[src/shared/link_cfg_pkg.sv]
// Shared constants and types for the serial link configuration registers.
package link_cfg_pkg;
    // Device register indices as printed; byte address on the device port is the index itself.
    localparam logic [11:0] ADDR_LINK_MODE_SELECT  = 12'h0201;
    localparam logic [11:0] ADDR_FRAMES_PER_MF_M1  = 12'h0202;
    localparam logic [11:0] ADDR_SOFT_SYNC_REQUEST = 12'h0203;
    localparam logic [11:0] ADDR_LINK_CONTROL      = 12'h0204;
    // Reset values.
    localparam logic [7:0] RST_LINK_MODE_SELECT  = 8'h02;
    localparam logic [7:0] RST_FRAMES_PER_MF_M1  = 8'h1f;
    localparam logic [7:0] RST_SOFT_SYNC_REQUEST = 8'h01;
    localparam logic [7:0] RST_LINK_CONTROL      = 8'h03;
    // Link control field positions.
    localparam int CTL_SCRAMBLER_BIT  = 0;
    localparam int CTL_FORMAT_BIT     = 1;
    localparam int CTL_SYNC_SRC_LO    = 2;
    localparam int CTL_UPPER_LANE_BIT = 4;
    localparam logic [7:0] CTL_WRITE_MASK = 8'h1f;
    // Sync source encodings.
    localparam logic [1:0] SYNC_SRC_PRIMARY   = 2'h0;
    localparam logic [1:0] SYNC_SRC_TIMESTAMP = 2'h1;
    localparam logic [1:0] SYNC_SRC_NONE      = 2'h2;
    // Effective K in 64b/66b modes is 256*E/F.
    localparam int K_64B66B_SCALE = 256;
    // Controller APB register byte addresses.
    localparam logic [11:0] APB_CTRL     = 12'h0000;
    localparam logic [11:0] APB_ADDR     = 12'h0004;
    localparam logic [11:0] APB_WDATA    = 12'h0008;
    localparam logic [11:0] APB_STATUS   = 12'h000c;
    localparam logic [11:0] APB_MODE_OK  = 12'h0010;
    // Controller command encoding in the control register.
    localparam int CMD_GO_BIT    = 0;
    localparam int CMD_WRITE_BIT = 1;
    typedef enum logic [1:0] {
        CTL_IDLE,
        CTL_REQ,
        CTL_WAIT
    } ctl_state_t;
endpackage

[src/shared/link_cfg_if.sv]
// Register port between the link configuration controller and the device.
`timescale 1ns/10ps
interface link_cfg_if;
    logic        req;
    logic        wr;
    logic [11:0] addr;
    logic [7:0]  wdata;
    logic        ack;
    logic [7:0]  rdata;
    modport device (input req, input wr, input addr, input wdata, output ack, output rdata);
    modport host   (output req, output wr, output addr, output wdata, input ack, input rdata);
endinterface

[src/link_cfg_device.sv]
// Serial link configuration register bank, the device end.
//
// Overview of operation
// - Mode changes only with link and calibration disabled.
// - Mode register selects link mode, resets two.
// - Permission input restricts which modes are taken.
// - Software writes frame count minus one.
// - Frames register resets to 31.
// - 64b/66b modes derive K as 256*E/F.
// - Frames register changes only with link disabled.
// - Writing zero raises sync; resets to one.
// - Software sync works with any source.
// - Lower lanes used when upper select clear.
// - Upper lanes used when upper select set.
// - Upper lanes only for modes of four lanes or fewer; the code leaves this to software.
// - Source zero selects primary sync pin.
// - Source one selects timestamp pin.
// - Source two ignores all sync pins.
// - Format bit: offset binary or two's complement.
// - Scrambler bit enables 8b/10b scrambling.
// - 64b/66b modes always scramble.
// - Scrambler changes only with link disabled.
// - Disabled link held in reset, lanes down.
//
// Our own choice: the APB slave port.
`timescale 1ns/10ps
module link_cfg_device
    import link_cfg_pkg::*;
#(
    parameter int MODE_COUNT = 256,
    parameter int LANES      = 8
)
(
    input  wire logic                  clk,
    input  wire logic                  sys_rst,
    link_cfg_if.device                 cfg,
    input  wire logic [MODE_COUNT-1:0] mode_allowed,
    input  wire logic [MODE_COUNT-1:0] mode_is_64b66b,
    input  wire logic [7:0]            mode_e,
    input  wire logic [7:0]            mode_f,
    input  wire logic                  link_enable,
    input  wire logic                  primary_sync_pin_n,
    input  wire logic                  timestamp_pin_n,
    output logic [7:0]                 link_mode_select,
    output logic [8:0]                 frames_per_multiframe,
    output logic                       sample_format,
    output logic                       scramble_active,
    output logic                       sync_request,
    output logic [LANES-1:0]           link_a_lane_on,
    output logic [LANES-1:0]           link_b_lane_on,
    output logic                       link_held_reset
);
    // Stored register copies; the mode register is itself an output.
    logic [7:0]  frames_per_multiframe_m1;
    logic [7:0]  soft_sync_request;
    logic [7:0]  link_control;
    logic        wr_hit;
    logic        hit_mode;
    logic        hit_frames;
    logic        hit_sync;
    logic        hit_control;
    logic [7:0]  next_rdata;
    logic [15:0] k_64b66b;

    // True when the mode uses the 64b/66b link layer; K and scrambling both depend on it.
    function automatic logic wide_mode(input logic [MODE_COUNT-1:0] table_bits, input logic [7:0] mode);
        return table_bits[mode];
    endfunction

    // A lane is on when the link is up and the lane sits in the selected half.
    function automatic logic lane_in_use(input int idx, input logic upper_half, input logic enabled);
        return enabled && ((idx >= LANES / 2) == upper_half);
    endfunction

    // A write is taken once, on the edge before the acknowledge pulse.
    assign wr_hit      = cfg.req && cfg.wr && !cfg.ack;
    assign hit_mode    = wr_hit && cfg.addr == ADDR_LINK_MODE_SELECT;
    assign hit_frames  = wr_hit && cfg.addr == ADDR_FRAMES_PER_MF_M1;
    assign hit_sync    = wr_hit && cfg.addr == ADDR_SOFT_SYNC_REQUEST;
    assign hit_control = wr_hit && cfg.addr == ADDR_LINK_CONTROL;

    // Mode register; a refused mode keeps the old value and is still acknowledged.
    always_ff @(posedge clk) begin
        if (sys_rst) begin
            link_mode_select <= RST_LINK_MODE_SELECT;
        end else if (hit_mode && mode_allowed[cfg.wdata]) begin
            link_mode_select <= cfg.wdata;
        end
    end

    // Frame count register; software keeps it legal for the mode.
    always_ff @(posedge clk) begin
        if (sys_rst) begin
            frames_per_multiframe_m1 <= RST_FRAMES_PER_MF_M1;
        end else if (hit_frames) begin
            frames_per_multiframe_m1 <= cfg.wdata;
        end
    end

    // Software sync bit; only bit 0 is stored, so reserved bits read zero.
    always_ff @(posedge clk) begin
        if (sys_rst) begin
            soft_sync_request <= RST_SOFT_SYNC_REQUEST;
        end else if (hit_sync) begin
            soft_sync_request <= {7'h00, cfg.wdata[0]};
        end
    end

    // Link control; reserved bits are masked off on the way in.
    always_ff @(posedge clk) begin
        if (sys_rst) begin
            link_control <= RST_LINK_CONTROL;
        end else if (hit_control) begin
            link_control <= cfg.wdata & CTL_WRITE_MASK;
        end
    end

    // One-cycle answer to every request; unmapped reads return zero.
    always_comb begin
        unique case (cfg.addr)
            ADDR_LINK_MODE_SELECT:  next_rdata = link_mode_select;
            ADDR_FRAMES_PER_MF_M1:  next_rdata = frames_per_multiframe_m1;
            ADDR_SOFT_SYNC_REQUEST: next_rdata = soft_sync_request;
            ADDR_LINK_CONTROL:      next_rdata = link_control;
            default:                next_rdata = 8'h00;
        endcase
    end

    // Acknowledge pulses once per request; the host drops req on the acknowledge edge.
    always_ff @(posedge clk) begin
        if (sys_rst) begin
            cfg.ack <= 1'b0;
        end else begin
            cfg.ack <= cfg.req && !cfg.ack;
        end
    end

    // Read data is refreshed every cycle, so it is valid together with the acknowledge.
    always_ff @(posedge clk) begin
        if (sys_rst) begin
            cfg.rdata <= 8'h00;
        end else begin
            cfg.rdata <= next_rdata;
        end
    end

    // Frame count: 64b/66b modes ignore the register and derive K from E and F.
    // A zero F would divide by zero, so it yields zero instead of an unknown.
    assign k_64b66b = (mode_f == 8'h00) ? 16'h0000
                    : 16'((K_64B66B_SCALE * int'(mode_e)) / int'(mode_f));
    always_ff @(posedge clk) begin
        if (sys_rst) begin
            frames_per_multiframe <= 9'h000;
        end else if (!link_enable) begin
            frames_per_multiframe <= 9'h000;
        end else if (wide_mode(mode_is_64b66b, link_mode_select)) begin
            frames_per_multiframe <= k_64b66b[8:0];
        end else begin
            frames_per_multiframe <= 9'(frames_per_multiframe_m1) + 9'h001;
        end
    end

    // Sample format follows its control bit directly.
    always_ff @(posedge clk) begin
        if (sys_rst) begin
            sample_format <= 1'b0;
        end else begin
            sample_format <= link_control[CTL_FORMAT_BIT];
        end
    end

    // Scrambling: forced on in 64b/66b modes, off while the link is disabled.
    always_ff @(posedge clk) begin
        if (sys_rst) begin
            scramble_active <= 1'b0;
        end else begin
            scramble_active <= link_enable && (wide_mode(mode_is_64b66b, link_mode_select)
                               || link_control[CTL_SCRAMBLER_BIT]);
        end
    end

    // The link block stays in reset whenever the link is disabled.
    always_ff @(posedge clk) begin
        if (sys_rst) begin
            link_held_reset <= 1'b1;
        end else begin
            link_held_reset <= !link_enable;
        end
    end

    // Lane power: lower half or upper half, nothing while disabled.
    // Modes wider than half the lanes must not pick the upper half; that is left to software.
    genvar g;
    generate
        for (g = 0; g < LANES; g++) begin : g_lane
            always_ff @(posedge clk) begin
                if (sys_rst) begin
                    link_a_lane_on[g] <= 1'b0;
                    link_b_lane_on[g] <= 1'b0;
                end else begin
                    link_a_lane_on[g] <= lane_in_use(g, link_control[CTL_UPPER_LANE_BIT], link_enable);
                    link_b_lane_on[g] <= lane_in_use(g, link_control[CTL_UPPER_LANE_BIT], link_enable);
                end
            end
        end
    endgenerate

    sync_select u_sync_select (
        .clk                (clk),
        .sys_rst            (sys_rst),
        .sync_source        (link_control[CTL_SYNC_SRC_LO +: 2]),
        .soft_sync_request  (soft_sync_request[0]),
        .primary_sync_pin_n (primary_sync_pin_n),
        .timestamp_pin_n    (timestamp_pin_n),
        .sync_request       (sync_request)
    );
endmodule

[src/sync_select.sv]
// Sync source selection and request combining.
`timescale 1ns/10ps
module sync_select
    import link_cfg_pkg::*;
(
    input  wire logic       clk,
    input  wire logic       sys_rst,
    input  wire logic [1:0] sync_source,
    input  wire logic       soft_sync_request,
    input  wire logic       primary_sync_pin_n,
    input  wire logic       timestamp_pin_n,
    output logic            sync_request
);
    logic pin_active;

    // Pins are active low; value 2 or above ignores both pins.
    always_comb begin
        unique case (sync_source)
            SYNC_SRC_PRIMARY:   pin_active = !primary_sync_pin_n;
            SYNC_SRC_TIMESTAMP: pin_active = !timestamp_pin_n;
            default:            pin_active = 1'b0;
        endcase
    end

    // Software request always counts; a stuck pin keeps the request up only while that pin is selected.
    always_ff @(posedge clk) begin
        if (sys_rst) begin
            sync_request <= 1'b0;
        end else begin
            sync_request <= pin_active || !soft_sync_request;
        end
    end
endmodule

[src/flat_wrapper.sv]
// flat-port wrapper written by rule: the top's interface ports become plain ports
module link_cfg_device_flat import link_cfg_pkg::*;
#(
    parameter int MODE_COUNT = 256,
    parameter int LANES      = 8
)
  (clk, sys_rst, mode_allowed, mode_is_64b66b, mode_e, mode_f, link_enable, primary_sync_pin_n, timestamp_pin_n, link_mode_select, frames_per_multiframe, sample_format, scramble_active, sync_request, link_a_lane_on, link_b_lane_on, link_held_reset, cfg_req, cfg_wr, cfg_addr, cfg_wdata, cfg_ack, cfg_rdata);
  link_cfg_if cfg_i ();
  input  wire logic clk;
  input  wire logic sys_rst;
  input  wire logic [MODE_COUNT-1:0] mode_allowed;
  input  wire logic [MODE_COUNT-1:0] mode_is_64b66b;
  input  wire logic [7:0] mode_e;
  input  wire logic [7:0] mode_f;
  input  wire logic link_enable;
  input  wire logic primary_sync_pin_n;
  input  wire logic timestamp_pin_n;
  output logic [7:0] link_mode_select;
  output logic [8:0] frames_per_multiframe;
  output logic sample_format;
  output logic scramble_active;
  output logic sync_request;
  output logic [LANES-1:0] link_a_lane_on;
  output logic [LANES-1:0] link_b_lane_on;
  output logic link_held_reset;
  input wire logic [$bits(cfg_i.req)-1:0] cfg_req;
  input wire logic [$bits(cfg_i.wr)-1:0] cfg_wr;
  input wire logic [$bits(cfg_i.addr)-1:0] cfg_addr;
  input wire logic [$bits(cfg_i.wdata)-1:0] cfg_wdata;
  output wire logic [$bits(cfg_i.ack)-1:0] cfg_ack;
  output wire logic [$bits(cfg_i.rdata)-1:0] cfg_rdata;
  assign cfg_i.req = cfg_req;
  assign cfg_i.wr = cfg_wr;
  assign cfg_i.addr = cfg_addr;
  assign cfg_i.wdata = cfg_wdata;
  assign cfg_ack = cfg_i.ack;
  assign cfg_rdata = cfg_i.rdata;
  link_cfg_device #(.MODE_COUNT(MODE_COUNT), .LANES(LANES)) u_core (.clk(clk), .sys_rst(sys_rst), .cfg(cfg_i), .mode_allowed(mode_allowed), .mode_is_64b66b(mode_is_64b66b), .mode_e(mode_e), .mode_f(mode_f), .link_enable(link_enable), .primary_sync_pin_n(primary_sync_pin_n), .timestamp_pin_n(timestamp_pin_n), .link_mode_select(link_mode_select), .frames_per_multiframe(frames_per_multiframe), .sample_format(sample_format), .scramble_active(scramble_active), .sync_request(sync_request), .link_a_lane_on(link_a_lane_on), .link_b_lane_on(link_b_lane_on), .link_held_reset(link_held_reset));
endmodule
[config.mk]
export PLATFORM = sky130hd
export DESIGN_NAME = link_cfg_device_flat
export DESIGN_NICKNAME = d
export VERILOG_FILES = /design/src/shared/link_cfg_pkg.sv /design/src/shared/link_cfg_if.sv /design/src/link_cfg_device.sv /design/src/sync_select.sv /design/src/flat_wrapper.sv
export SDC_FILE = /design/constraint.sdc
export NUM_CORES = 1
export LEC_CHECK = 0
export ABC_CLOCK_PERIOD_IN_PS = 287300
export BUFFER_PORTS_ARGS = -buffer_cell sky130_fd_sc_hd__buf_2
export CAP_MARGIN = 25
export CORE_UTILIZATION = 30
export DETAILED_ROUTE_END_ITERATION = 10
export GPL_TIMING_DRIVEN = 1
export PLACE_DENSITY = 0.59
export SYNTH_ARGS = -nofsm -noshare
export SYNTH_HDL_FRONTEND = slang
export SYNTH_SLANG_ARGS = --single-unit
[constraint.sdc]
create_clock -name clk -period 287.3 [get_ports clk]
set_clock_uncertainty 0.05 [all_clocks]
set_input_delay 43.095 -clock clk [delete_from_list [all_inputs] [get_ports clk]]
set_output_delay 43.095 -clock clk [all_outputs]
set_load 0.01 [all_outputs]
==> results.md <==
* Status: completed
* Met1 usage at 32.0%
* Routed wire length at 115000 um
* Netlist cell types at about 130
* Vias in the first global route at around 28000
* Post-Layout Cell Count at slightly above 5000
* Mapped cell area at 26300 sq um
* Total track usage at about 25%
* CP required at approximately 290000 ps
* Initial antenna violation count at 27
* DR vias at roughly 30000
* FMAX at just under 8 MHz
* Most frequent CP cell: o21a_1
* Router iterations before antenna repair at 7
* Max-slew headroom at a little under two fifths
* CP delay by family, top: compound AO/OA/AOI/OAI gates
* Met3 Use GR at ~5.3%
* Mean post-synth cell area at just under 8 sq um
* Setup crit end kind: flip-flop
* Max cap viols at 0
* Post-DP HPWL at just under 100000 um
* Startpoint types: primary input
* Final Hold Violating Endpoints at 0
* Critical path type: in -> reg
* Post-synth EDFFs at 0
* Setup Fix Bufs, Post-CTS at 0
* Final period util at roughly 45%
* Global route overflow at 0
* Worst-Skew Late Latency at 300 ps
* Largest net degree at the start of global routing at 57
* Max Root-Sink Buffers at 2
* RSZ-0062 raised after global routing: false
* Top Usage Layer GRT: met2
* Number of gates resized after CTS at 0
* Gp weighted congestion at approximately 1
* Setup TNS at 0 ps
* Post-synthesis register bit count at 46
* Final min period at about 130000 ps
* Initial core utilization at between 30% and 40%
* Commonest non-fill, non-tap cell in the layout: buf_2
* Cell Rows at between 100 and 150
* Worst path slowest cell: and4b_1
* YS warnings at 0
* # placed instances at 5072
* Worst-Margin Slew at approximately 940 ps
* # port buffers at 600
* Core area at about 87000 sq um
* CP bufs+invs at 26
* CP max stage delay at 750 ps
* Clock-pin transition on the worst setup and hold timing paths at ~70 ps
* Area delta synth->final at 16.2%
* # IOs at around 600
* Global-route wire length before repair at between 150000 and 200000 um
* Die Width at approximately 300 um
* Most frequent cells in the layout: buf_2, nor2_1, nand2_1
* Worst hold path class: reg -> reg
* CTS tree: built
* Post-layout nets at around 4700
* Share of cells above drive strength 1 at 25.1%
* Syn Inst Count at about 3400
* Die height at approximately 300 um
* Top FF cell, synth: dfxtp_1
* Final ANT Viol Nets at 0
* Synth async-reset ratio at 0%
* Final setup viols at 0
* Clk root buf: clkbuf_16
* Avg WL per Cell at between 20 and 25 um
* Max Fanout on Critical Path at 36
* DRC at 0
* Die footprint at about 90000 sq um
* Clk sink count at 46
* # fillers at roughly 9000
* Register area share after synthesis at 3.50%
* Crit path arrival time at between 100000 and 150000 ps
* Detailed Route Iter0 Violations at roughly 2500
* Met2 GRT Util at 39.7%
* DR vias/cell at about 6.0
* Hold Buf Count CTS at 0
* Count of pins over their slew limit at 0
* Num CTS Buffers at 5
* H-tree depth at 2
-- Yosys cell counts (27+ instances only) --
library cell	n	share of area, %
nor2_1	364	5.2
nand2_1	269	3.8
ha_1	222	11
a21oi_1	206	3.9
mux4_2	170	15
nor3_1	162	3.1
xnor2_1	130	4.3
o21ai_0	123	2.3
o21a_1	119	3.4
nand3_1	113	2.1
a21o_1	87	2.5
clkbuf_1	82	1.2
o31ai_1	76	2.2
inv_1	71	1.0
xor2_1	69	2.3
a31oi_1	57	1.4
or3_1	52	1.2
mux2i_1	51	1.9
dfxtp_1	46	3.5
nand4_1	44	1.0
and2_1	43	1.0
o211ai_1	43	1.2
mux2_2	42	1.8
and3_1	40	0.95
nand2b_1	39	0.93
or2_2	39	0.93
nor2b_1	37	0.88
nor4_1	37	0.88
a211oi_1	34	0.97
a211o_1	32	1.1
buf_2	28	0.53
o22ai_1	27	0.64
-- sequential cells by signal (all words and copies together) (netlist names) --
| name | count |
|---|---|
| u_core.sample_format | 1 |
| u_core.soft_sync_request | 1 |
| u_core.u_sync_select.sync_request | 1 |
| u_core.link_mode_select | 8 |
| u_core.link_control | 5 |
| u_core.cfg.rdata | 8 |
| u_core.frames_per_multiframe | 9 |
| u_core.link_a_lane_on | 2 |
| u_core.scramble_active | 1 |
| u_core.cfg.ack | 1 |
| u_core.frames_per_multiframe_m1 | 8 |
| u_core.link_held_reset | 1 |
-- worst register-to-register path, stage by stage, from the launching register on --
cell and delay (ps):
dfxtp_4 890, buf_4 680, mux4_2 770, mux4_2 580, mux4_2 510, mux4_2 730
nor2_1 370, a211o_1 190, a31oi_1 50, nand4_1 110, a2111oi_0 70, nand4b_1 120
nor4b_2 60, a311oi_1 250
-- kinds of logic (layout without fill, tap and decap cells) --
logic type / after synthesis / after routing / synth area share [%]
XOR/XNOR: 200 / 200 / 6.68
adder cells (fa/ha/maj): 225 / 225 / 10.7
AO/OA/AOI/OAI: 1074 / 1074 / 29.3
other: 1 / 32 / 0.0142
flip-flops: 46 / 46 / 3.50
AND/OR/NAND/NOR: 1383 / 1383 / 27.4
buffers and inverters: 227 / 710 / 3.68
multiplexers: 271 / 271 / 18.7
-- layer usage --
layer,routed length [um],vias up
met4,4660,16
met2,51900,1190
met1,48800,14500
met5,98,-
li1,-,14500
met3,9140,161
-- path summary, 6_finish.rpt --
check / from / endpoint / slack, ps / depth (start not counted)
worst min register to register: u_core.cfg.ack / u_core.cfg.ack / 390 / 1
worst max-delay path: mode_f[0] / u_core.frames_per_multiframe[0] / 158440 / 368
worst min-delay path: u_core.cfg.ack / u_core.cfg.ack / 390 / 1
worst max register to register: u_core.link_mode_select[0] / u_core.frames_per_multiframe[0] / 281790 / 13
-- through the flow --
step / setup WS (ps) / hold WS (ps) / utilization [%] / instance area [sq um]
floorplan: 167510 / 375 / - / 26400
global placement: 161340 / 373 / 35.0 / 30400
detailed placement: 159070 / 378 / 35.0 / 30400
CTS: 159190 / 389 / 35.2 / 30600
global route: 150740 / 415 / 35.2 / 30600
finish: 158440 / 386 / 35.2 / 30600
-- layout make-up --
cell class | instances | area, sq um | share of cell area (%)
Sequential cell | 46 | 931 | 3.04
Tap cell | 1155 | 1450 | 4.72
Timing Repair Buffer | 630 | 3230 | 10.6
Antenna cell | 16 | 40.0 | 0.131
Clock buffer | 6 | 150 | 0.491
Multi-Input combinational cell | 3169 | 24500 | 80.1
Inverter | 72 | 270 | 0.883
Clock inverter | 2 | 13.8 | 0.0450
Power is not shown: default switching activity piles up to over one toggle a cycle in this logic, so the estimate is an artifact.
